===== src/rtl/sbt_pkg.sv =====
/*
 * Package for the memory boundary-scan test access port: instruction codes,
 * controller states, register widths and reset values, shared pin carriers.
 * Assumes nothing of its surroundings.
 */
package sbt_pkg;
   localparam int IR_WIDTH  = 3;
   localparam int ID_WIDTH  = 32;
   localparam int BSR_WIDTH = 16;
   localparam int BSR_PINS  = 12;
   localparam int RESET_TMS_EDGES = 5;

   localparam logic [2:0] CODE_EXTEST   = 3'h0;
   localparam logic [2:0] CODE_IDCODE   = 3'h1;
   localparam logic [2:0] CODE_SAMPLE_Z = 3'h2;
   localparam logic [2:0] CODE_RESV_A   = 3'h3;
   localparam logic [2:0] CODE_SAMPLE   = 3'h4;
   localparam logic [2:0] CODE_PRIVATE  = 3'h5;
   localparam logic [2:0] CODE_RESV_B   = 3'h6;
   localparam logic [2:0] CODE_BYPASS   = 3'h7;

   localparam logic [2:0] IR_RESET_VAL   = CODE_IDCODE;
   localparam logic [1:0] IR_CAPTURE_VAL = 2'h1;
   // identification value is arbitrary
   localparam logic [31:0] ID_VALUE_DEFAULT = 32'h1234_5A5B;

   typedef enum logic [3:0] {
      ST_RESET, ST_IDLE, ST_SEL_DR, ST_CAP_DR, ST_SHIFT_DR, ST_EXIT1_DR, ST_PAUSE_DR,
      ST_EXIT2_DR, ST_UPD_DR, ST_SEL_IR, ST_CAP_IR, ST_SHIFT_IR, ST_EXIT1_IR,
      ST_PAUSE_IR, ST_EXIT2_IR, ST_UPD_IR
   } sbt_state_t;

   typedef struct packed {
      logic tck;
      logic tms;
      logic tdi;
   } sbt_scan_in_t;

   typedef struct packed {
      logic tdo;
      logic tdo_oe;
   } sbt_scan_out_t;
endpackage


===== src/rtl/sbt_sync.sv =====
/*
 * Two-flop synchroniser for one level from outside the system clock domain.
 * Assumes sys_clk_in is much faster than the signal changes.
 */
`timescale 1ns/1ps
module sbt_sync #(
   parameter logic RESET_VAL = 1'b1
) (
   input  wire logic sys_clk_in,
   input  wire logic rst_in,
   input  wire logic d_in,
   output logic      q_out
);
   logic meta_reg;
   logic sync_reg;

   always_ff @(posedge sys_clk_in or posedge rst_in) begin
      if (rst_in) begin
         meta_reg <= RESET_VAL;
         sync_reg <= RESET_VAL;
      end else begin
         meta_reg <= d_in;
         sync_reg <= meta_reg;
      end
   end

   assign q_out = sync_reg;
endmodule


===== src/rtl/sbt_fsm.sv =====
/*
 * Sixteen-state test access port controller, advanced once per test-clock
 * rising edge seen by the system clock. Assumes tms is already synchronised.
 */
`timescale 1ns/1ps
module sbt_fsm (
   input  wire logic               sys_clk_in,
   input  wire logic               rst_in,
   input  wire logic               step_in,
   input  wire logic               tms_in,
   output sbt_pkg::sbt_state_t     state_out
);
   import sbt_pkg::*;

   sbt_state_t state_reg;
   sbt_state_t state_next;

   always_comb begin
      case (state_reg)
         ST_RESET:    state_next = tms_in ? ST_RESET    : ST_IDLE;
         ST_IDLE:     state_next = tms_in ? ST_SEL_DR   : ST_IDLE;
         ST_SEL_DR:   state_next = tms_in ? ST_SEL_IR   : ST_CAP_DR;
         ST_CAP_DR:   state_next = tms_in ? ST_EXIT1_DR : ST_SHIFT_DR;
         ST_SHIFT_DR: state_next = tms_in ? ST_EXIT1_DR : ST_SHIFT_DR;
         ST_EXIT1_DR: state_next = tms_in ? ST_UPD_DR   : ST_PAUSE_DR;
         ST_PAUSE_DR: state_next = tms_in ? ST_EXIT2_DR : ST_PAUSE_DR;
         ST_EXIT2_DR: state_next = tms_in ? ST_UPD_DR   : ST_SHIFT_DR;
         ST_UPD_DR:   state_next = tms_in ? ST_SEL_DR   : ST_IDLE;
         ST_SEL_IR:   state_next = tms_in ? ST_RESET    : ST_CAP_IR;
         ST_CAP_IR:   state_next = tms_in ? ST_EXIT1_IR : ST_SHIFT_IR;
         ST_SHIFT_IR: state_next = tms_in ? ST_EXIT1_IR : ST_SHIFT_IR;
         ST_EXIT1_IR: state_next = tms_in ? ST_UPD_IR   : ST_PAUSE_IR;
         ST_PAUSE_IR: state_next = tms_in ? ST_EXIT2_IR : ST_PAUSE_IR;
         ST_EXIT2_IR: state_next = tms_in ? ST_UPD_IR   : ST_SHIFT_IR;
         ST_UPD_IR:   state_next = tms_in ? ST_SEL_DR   : ST_IDLE;
         default:     state_next = ST_RESET;
      endcase
   end

   // power-up lands in test-logic-reset
   always_ff @(posedge sys_clk_in or posedge rst_in) begin
      if (rst_in) begin
         state_reg <= ST_RESET;
      end else if (step_in) begin
         state_reg <= state_next;
      end
   end

   assign state_out = state_reg;
endmodule


===== src/rtl/sbt_tap.sv =====
/*
 * Boundary-scan test access port of a synchronous burst memory: pin
 * synchronisers, controller, instruction, bypass, identification and
 * boundary scan registers, serial output and output-driver control.
 * Assumes the scan pins are asynchronous to sys_clk_in and the test clock
 * is at least eight system clocks per phase; pin pull-ups sit outside.
 */
`timescale 1ns/1ps

// Overview of operation
// five test-clock rises with mode select high always reach test-logic-reset
// controller resets itself at power-up with no outside action
// shift on test-clock rise, serial out changes on following fall
// instruction register is three bits, loaded serially when selected
// instruction preset to identification code 001 at power-up and reset state
// capture-ir loads the two low instruction bits with 01
// shift-ir shifts new instruction in while old contents shift out
// new instruction takes effect only at update-ir
// bypass is one flip-flop between serial in and out
// boundary positions without a pin always capture one
// boundary instructions capture the ring, then shift in shift-dr
// identification instruction loads fixed 32-bit constant and shifts it out
// identification register shifts least significant bit first
// code 000 and all-zero register select external test via boundary path
// external test leaves inputs in control, outputs drive boundary cells
// external test output pins drive their cells; capture on test-clock rise
// code 100 samples input and io levels into the boundary register
// code 010 floats all outputs, captures ring, shifts boundary register
// code 111 selects bypass in shift-dr
// reserved codes 011 and 110 act as bypass
// surrounding logic holds memory inputs stable around capture edges
// undriven mode select and serial data read as one
// standard sixteen-state controller advances on each test-clock rise
// serial out driven only in shift-ir and shift-dr
module sbt_tap #(
   parameter logic [31:0] ID_VALUE = sbt_pkg::ID_VALUE_DEFAULT
) (
   input  wire logic                         sys_clk_in,
   input  wire logic                         rst_in,
   input  wire sbt_pkg::sbt_scan_in_t        scan_in,
   input  wire logic [sbt_pkg::BSR_PINS-1:0] ring_in,
   input  wire logic [sbt_pkg::BSR_PINS-1:0] core_out_in,
   input  wire logic [sbt_pkg::BSR_PINS-1:0] core_oe_in,
   output sbt_pkg::sbt_scan_out_t            scan_out,
   output logic [sbt_pkg::BSR_PINS-1:0]      pin_out,
   output logic [sbt_pkg::BSR_PINS-1:0]      pin_oe_out,
   output logic [sbt_pkg::IR_WIDTH-1:0]      instr_out,
   output sbt_pkg::sbt_state_t               state_out
);
   import sbt_pkg::*;

   logic                tck_s;
   logic                tms_s;
   logic                tdi_s;
   logic                tck_d_reg;
   logic                tck_rise;
   logic                tck_fall;
   sbt_state_t          state;
   logic [IR_WIDTH-1:0] ir_shift_reg;
   logic [IR_WIDTH-1:0] instruction_reg;
   logic                bypass_reg;
   logic [ID_WIDTH-1:0] identification_reg;
   logic [BSR_WIDTH-1:0] bsr_reg;
   logic [BSR_WIDTH-1:0] bsr_capture;
   logic [BSR_PINS-1:0] bsr_update_reg;
   logic                tdo_reg;
   logic                tdo_oe_reg;
   logic                sel_bsr;
   logic                sel_id;
   logic                sel_bypass;
   logic                in_shift_dr;
   logic                in_shift_ir;
   logic                dr_serial;
   logic                tdo_next;
   logic                extest_on;
   logic                float_on;

   // pull-ups give a reset value of one on mode select and serial data
   sbt_sync #(.RESET_VAL(1'b0)) u_sync_tck (
      .sys_clk_in (sys_clk_in),
      .rst_in     (rst_in),
      .d_in       (scan_in.tck),
      .q_out      (tck_s)
   );
   sbt_sync #(.RESET_VAL(1'b1)) u_sync_tms (
      .sys_clk_in (sys_clk_in),
      .rst_in     (rst_in),
      .d_in       (scan_in.tms),
      .q_out      (tms_s)
   );
   sbt_sync #(.RESET_VAL(1'b1)) u_sync_tdi (
      .sys_clk_in (sys_clk_in),
      .rst_in     (rst_in),
      .d_in       (scan_in.tdi),
      .q_out      (tdi_s)
   );

   always_ff @(posedge sys_clk_in or posedge rst_in) begin
      if (rst_in) begin
         tck_d_reg <= 1'b0;
      end else begin
         tck_d_reg <= tck_s;
      end
   end

   assign tck_rise = tck_s & ~tck_d_reg;
   assign tck_fall = ~tck_s & tck_d_reg;

   sbt_fsm u_fsm (
      .sys_clk_in (sys_clk_in),
      .rst_in     (rst_in),
      .step_in    (tck_rise),
      .tms_in     (tms_s),
      .state_out  (state)
   );

   // instruction decode, from the active instruction only
   assign sel_bsr    = (instruction_reg == CODE_EXTEST) |
                       (instruction_reg == CODE_SAMPLE_Z) |
                       (instruction_reg == CODE_SAMPLE);
   assign sel_id     = (instruction_reg == CODE_IDCODE);
   assign sel_bypass = ~sel_bsr & ~sel_id;
   assign extest_on  = (instruction_reg == CODE_EXTEST);
   assign float_on   = (instruction_reg == CODE_SAMPLE_Z);
   assign in_shift_dr = (state == ST_SHIFT_DR);
   assign in_shift_ir = (state == ST_SHIFT_IR);

   // instruction shift stage and active instruction
   always_ff @(posedge sys_clk_in or posedge rst_in) begin
      if (rst_in) begin
         ir_shift_reg    <= IR_RESET_VAL;
         instruction_reg <= IR_RESET_VAL;
      end else if (state == ST_RESET) begin
         ir_shift_reg    <= IR_RESET_VAL;
         instruction_reg <= IR_RESET_VAL;
      end else if (tck_rise) begin
         if (state == ST_CAP_IR) begin
            ir_shift_reg <= {ir_shift_reg[IR_WIDTH-1:2], IR_CAPTURE_VAL};
         end else if (in_shift_ir) begin
            ir_shift_reg <= {tdi_s, ir_shift_reg[IR_WIDTH-1:1]};
         end
      end else if (tck_fall && state == ST_UPD_IR) begin
         instruction_reg <= ir_shift_reg;
      end
   end

   // bypass bit
   always_ff @(posedge sys_clk_in or posedge rst_in) begin
      if (rst_in) begin
         bypass_reg <= 1'b0;
      end else if (tck_rise && sel_bypass) begin
         if (state == ST_CAP_DR) begin
            bypass_reg <= 1'b0;
         end else if (in_shift_dr) begin
            bypass_reg <= tdi_s;
         end
      end
   end

   // identification register, lsb leaves first
   always_ff @(posedge sys_clk_in or posedge rst_in) begin
      if (rst_in) begin
         identification_reg <= '0;
      end else if (tck_rise && sel_id) begin
         if (state == ST_CAP_DR) begin
            identification_reg <= ID_VALUE;
         end else if (in_shift_dr) begin
            identification_reg <= {tdi_s, identification_reg[ID_WIDTH-1:1]};
         end
      end
   end

   // boundary capture: pin cells from the ring, spare cells read one
   generate
      for (genvar i = 0; i < BSR_WIDTH; i++) begin : g_cell
         if (i < BSR_PINS) begin : g_pin
            assign bsr_capture[i] = ring_in[i];
         end else begin : g_spare
            assign bsr_capture[i] = 1'b1;
         end
      end
   endgenerate

   always_ff @(posedge sys_clk_in or posedge rst_in) begin
      if (rst_in) begin
         bsr_reg <= '0;
      end else if (tck_rise && sel_bsr) begin
         if (state == ST_CAP_DR) begin
            bsr_reg <= bsr_capture;
         end else if (in_shift_dr) begin
            bsr_reg <= {tdi_s, bsr_reg[BSR_WIDTH-1:1]};
         end
      end
   end

   // update stage drives the pins during external test
   always_ff @(posedge sys_clk_in or posedge rst_in) begin
      if (rst_in) begin
         bsr_update_reg <= '0;
      end else if (tck_fall && state == ST_UPD_DR && sel_bsr) begin
         bsr_update_reg <= bsr_reg[BSR_PINS-1:0];
      end
   end

   assign pin_out    = extest_on ? bsr_update_reg : core_out_in;
   assign pin_oe_out = float_on ? '0 : (extest_on ? '1 : core_oe_in);

   // serial output changes on the test-clock fall
   assign dr_serial = sel_bsr ? bsr_reg[0] : (sel_id ? identification_reg[0] : bypass_reg);
   assign tdo_next  = in_shift_ir ? ir_shift_reg[0] : dr_serial;

   always_ff @(posedge sys_clk_in or posedge rst_in) begin
      if (rst_in) begin
         tdo_reg    <= 1'b0;
         tdo_oe_reg <= 1'b0;
      end else if (tck_fall) begin
         tdo_reg    <= tdo_next;
         tdo_oe_reg <= in_shift_ir | in_shift_dr;
      end
   end

   assign scan_out.tdo    = tdo_reg;
   assign scan_out.tdo_oe = tdo_oe_reg;
   assign instr_out       = instruction_reg;
   assign state_out       = state;

   // assertions
   int unsigned tms_high_cnt;
   always_ff @(posedge sys_clk_in or posedge rst_in) begin
      if (rst_in) begin
         tms_high_cnt <= 0;
      end else if (tck_rise) begin
         tms_high_cnt <= tms_s ? ((tms_high_cnt < 8) ? tms_high_cnt + 1 : tms_high_cnt) : 0;
      end
   end
endmodule


===== config.mk =====
export PLATFORM = sky130hd
export DESIGN_NAME = sbt_tap
export DESIGN_NICKNAME = d
export VERILOG_FILES = /design/src/rtl/sbt_pkg.sv /design/src/rtl/sbt_sync.sv /design/src/rtl/sbt_fsm.sv /design/src/rtl/sbt_tap.sv
export SDC_FILE = /design/constraint.sdc
export NUM_CORES = 1
export LEC_CHECK = 0
export BUFFER_PORTS_ARGS = -buffer_cell sky130_fd_sc_hd__buf_2
export CORE_UTILIZATION = 51
export DETAILED_ROUTE_END_ITERATION = 10
export PLACE_DENSITY = 0.75
export SETUP_SLACK_MARGIN = 0.5
export SLEW_MARGIN = 5
export SYNTH_ARGS = -nofsm -noshare
export SYNTH_HDL_FRONTEND = slang
export SYNTH_SLANG_ARGS = --single-unit

===== constraint.sdc =====
create_clock -name sys_clk_in -period 2.58 [get_ports sys_clk_in]
set_clock_uncertainty 0.2 [all_clocks]
set_input_delay 0.129 -clock sys_clk_in [delete_from_list [all_inputs] [get_ports sys_clk_in]]
set_output_delay 0.129 -clock sys_clk_in [all_outputs]
set_load 0.05 [all_outputs]

==> results.toml <==
[outcome]
status = "completed"

[floorplan]
die_x_um = 88.1
io_pins = 74
start_util_pct = 52.4
core_area_um2 = 7210
rows = 31
fp.dieH_um = 88.1
fp.dieArea_um2 = 7760

[route]
vias_per_cell = 5.29
drtIter0Drc = 210
vias = 3010
drcViolationCount = 0
dr.pass1.iters = 4
drtAntennaViolNets = 0
wl_per_cell_um = 13.9
routed_wl_um = 7910

[clock_tree]
cts_tree = "done"
clockRootBuffer = "clkbuf_8"
clk_pin_slew_ns = 0.09
cts_buffers = 9
cts.sinks = 80
cts_max_level = 3
clk_latency_ns = 0.36
cts_max_path_buffers = 2

[worst_setup_path]
crit_top_cell = "buf_8"
cp.arrival_ns = 1.76
path_cells = "or2_4, nor2_4, buf_8, mux2_4, buf_8"
start_kind = "register"
worstSetupEndpointType = "output pin"
crit_type = "register to output pin"
cpMaxStageDelayCell = "dfrtp_2"
cpLargestDelayFamily = "flip-flops"
cp.required_ns = 2.25
cp-startpoint = "instr_out[2]$_DFFE_PP0P_"
slowest_delay_ns = 0.42
r2r-start = "u_fsm.state_out[1]$_DFFE_PP0P_"
cp_max_fo = 7
crit_buf_inv = 2

[synth]
synthesis.area_um2 = 3780
synth_enable_flop_cells = 0
async_flop_share_pct = 100
ys_ff_latch = 80
ys_seq_area_share_pct = 53.2
avgSynthCellArea_um2 = 10.0
syn-instance-count = 378
synthFlopType = "dfrtp_1"
ys_types = 47
ys_warn_count = 0
synth_fp_nets = 419

[timing]
fmax_mhz = 478
worst_pin_slew_ns = 0.600
finalHoldViolCount = 0
drv_slew = 0
fin_tns_setup_ns = 0
rsz0062_at_grt = "true"
slew_headroom_pct = 59.7
finalSetupViolations = 0
finalCriticalPeriod_ns = 2.09
final.period_utilization_pct = 81.0

[hold_path]
worstHoldStart = "u_sync_tck.meta_reg$_DFF_PP0_"
min_path_type = "register to register"

[placement]
portBuffers = 73
dpl.hpwl_um = 4690
gp_congestion = 0.808
dp_cells = 530

[layout]
stdcell_count = 569
drive_gt1_share_pct = 32.6
diodes = 0
largest_reg_flops = 32
final_net_count = 506
area_delta_synth_final_pct = 28.6

[power]
vdd.ir_drop.worst_mv = 0.401
power_density_nw_per_um2 = 759
power_leakage_nw = 2.25

[global_route]
grt_max_degree = 65
grt_overflow_total = 0
grt_pass1_vias = 2851
globalRouteTotalUtil_pct = 21.1
grt_pass1_wl_um = 12600
grt_antenna_before_repair = 0

[run]
maxCapViolCount = 0
==> through the flow <==
stage          setup slack, ns  utilization [%]  hold WS, ns  power, mW  cell area [µm²]
3_5_place_dp             0.410             58.5       -0.181       2.79             4220
4_1_cts                  0.434             66.1        0.160       3.70             4770
3_3_place_gp             0.488             58.5       -0.183       2.74             4220
6_report                 0.489             67.4        0.157       3.69             4860
5_1_grt                  0.444             67.4        0.161       3.93             4860
2_1_floorplan            0.513                -      -0.0665       2.56             3810
==> synthesized netlist by cell type (all sizes together), types with 5 or more instances <==
| cell type | number | area share (%) |
|---|---|---|
| o21ai | 55 | 7.3 |
| a21o | 12 | 2.4 |
| clkbuf | 8 | 0.93 |
| a21oi | 7 | 0.93 |
| nand2 | 75 | 7.4 |
| mux2 | 24 | 7.1 |
| buf | 21 | 3.2 |
| mux2i | 15 | 4.0 |
| dfstp | 6 | 4.2 |
| nor2 | 29 | 3.1 |
| inv | 5 | 0.50 |
| dfrtp | 74 | 49 |
| nand3 | 5 | 0.79 |
==> final timing paths <==
path                                                      to  slack [ns]  cells past startpoint
setup reg to reg           identification_reg[1]$_DFFE_PP0P_        0.61                      4
hold reg to reg                   u_sync_tck.q_out$_DFF_PP0_        0.16                      0
setup / recovery                                  pin_out[6]        0.49                      5
hold / removal                    u_sync_tck.q_out$_DFF_PP0_        0.16                      0
max in group asynchronous           instr_out[2]$_DFFE_PP0P_        0.89                      5
min in group asynchronous      bsr_update_reg[9]$_DFFE_PP0P_        0.60                      4
==> where the power goes <==
group,switching (mW),internal [mW]
sequential,0.230,1.48
combinational,0.703,0.424
clock,0.489,0.367
==> cells in the final DEF, fill, tap and decap left out, drive strengths merged, types with 2 or more instances in the layout <==
master / netlist / layout
buf: 21 / 88
nand2: 75 / 75
dfrtp: 74 / 74
o21ai: 55 / 55
nor2: 29 / 29
mux2: 24 / 24
dlygate4sd3: 0 / 17
mux2i: 15 / 15
a21o: 12 / 12
clkbuf: 8 / 9
inv: 5 / 8
a21oi: 7 / 7
dfstp: 6 / 6
nand3: 5 / 5
a31oi: 4 / 4
nor3: 4 / 4
nor3b: 3 / 3
nand2b: 3 / 3
clkinvlp: 0 / 3
o211ai: 3 / 3
and3b: 2 / 2
and2b: 2 / 2
a22oi: 2 / 2
o22ai: 2 / 2
nor2b: 2 / 2
o31ai: 2 / 2
==> layer usage <==
layer | vias up | wire length (µm) | track usage, %
met2 | 80 | 4040 | 35.7
met5 | - | 0 | 0
li1 | 1467 | - | -
met4 | 0 | 137 | 10.6
met3 | 14 | 312 | 3.49
met1 | 1449 | 3420 | 26.3
==> cells by family (layout without fill, tap and decap cells) <==
family / Yosys count / in the layout / share of synthesized area [%]
buffers and inverters: 34 / 126 / 4.67
xor gates and xnor gates: 1 / 1 / 0.232
DFF: 80 / 80 / 53.2
adders and majority gates: 1 / 1 / 0.265
and+or+nand+nor: 128 / 128 / 15.2
muxes: 39 / 39 / 11.1
AOI/OAI and AO/OA: 95 / 95 / 15.4
==> repair_timing <==
item / CTS / global route
pin swaps: 2 / 1
setup endpoints to repair: 56 / 78
endpoints found under the hold margin: 89 / 0
hold buffers: 17 / 0
setup buffers: 5 / 1
resized for setup: 50 / 24
cloned: 0 / 0
==> final cells by class <==
| class | instances | area (µm²) |
|---|---|---|
| clock buffer | 9 | 124 |
| tap | 99 | 124 |
| timing repair buffer | 105 | 857 |
| clock inverter | 7 | 61.3 |
| sequential | 80 | 2010 |
| multi-input combinational | 264 | 1660 |
| fill | 517 | 2350 |
| inverter | 5 | 22.5 |
Note: power is estimated with default switching activity, not from simulation.
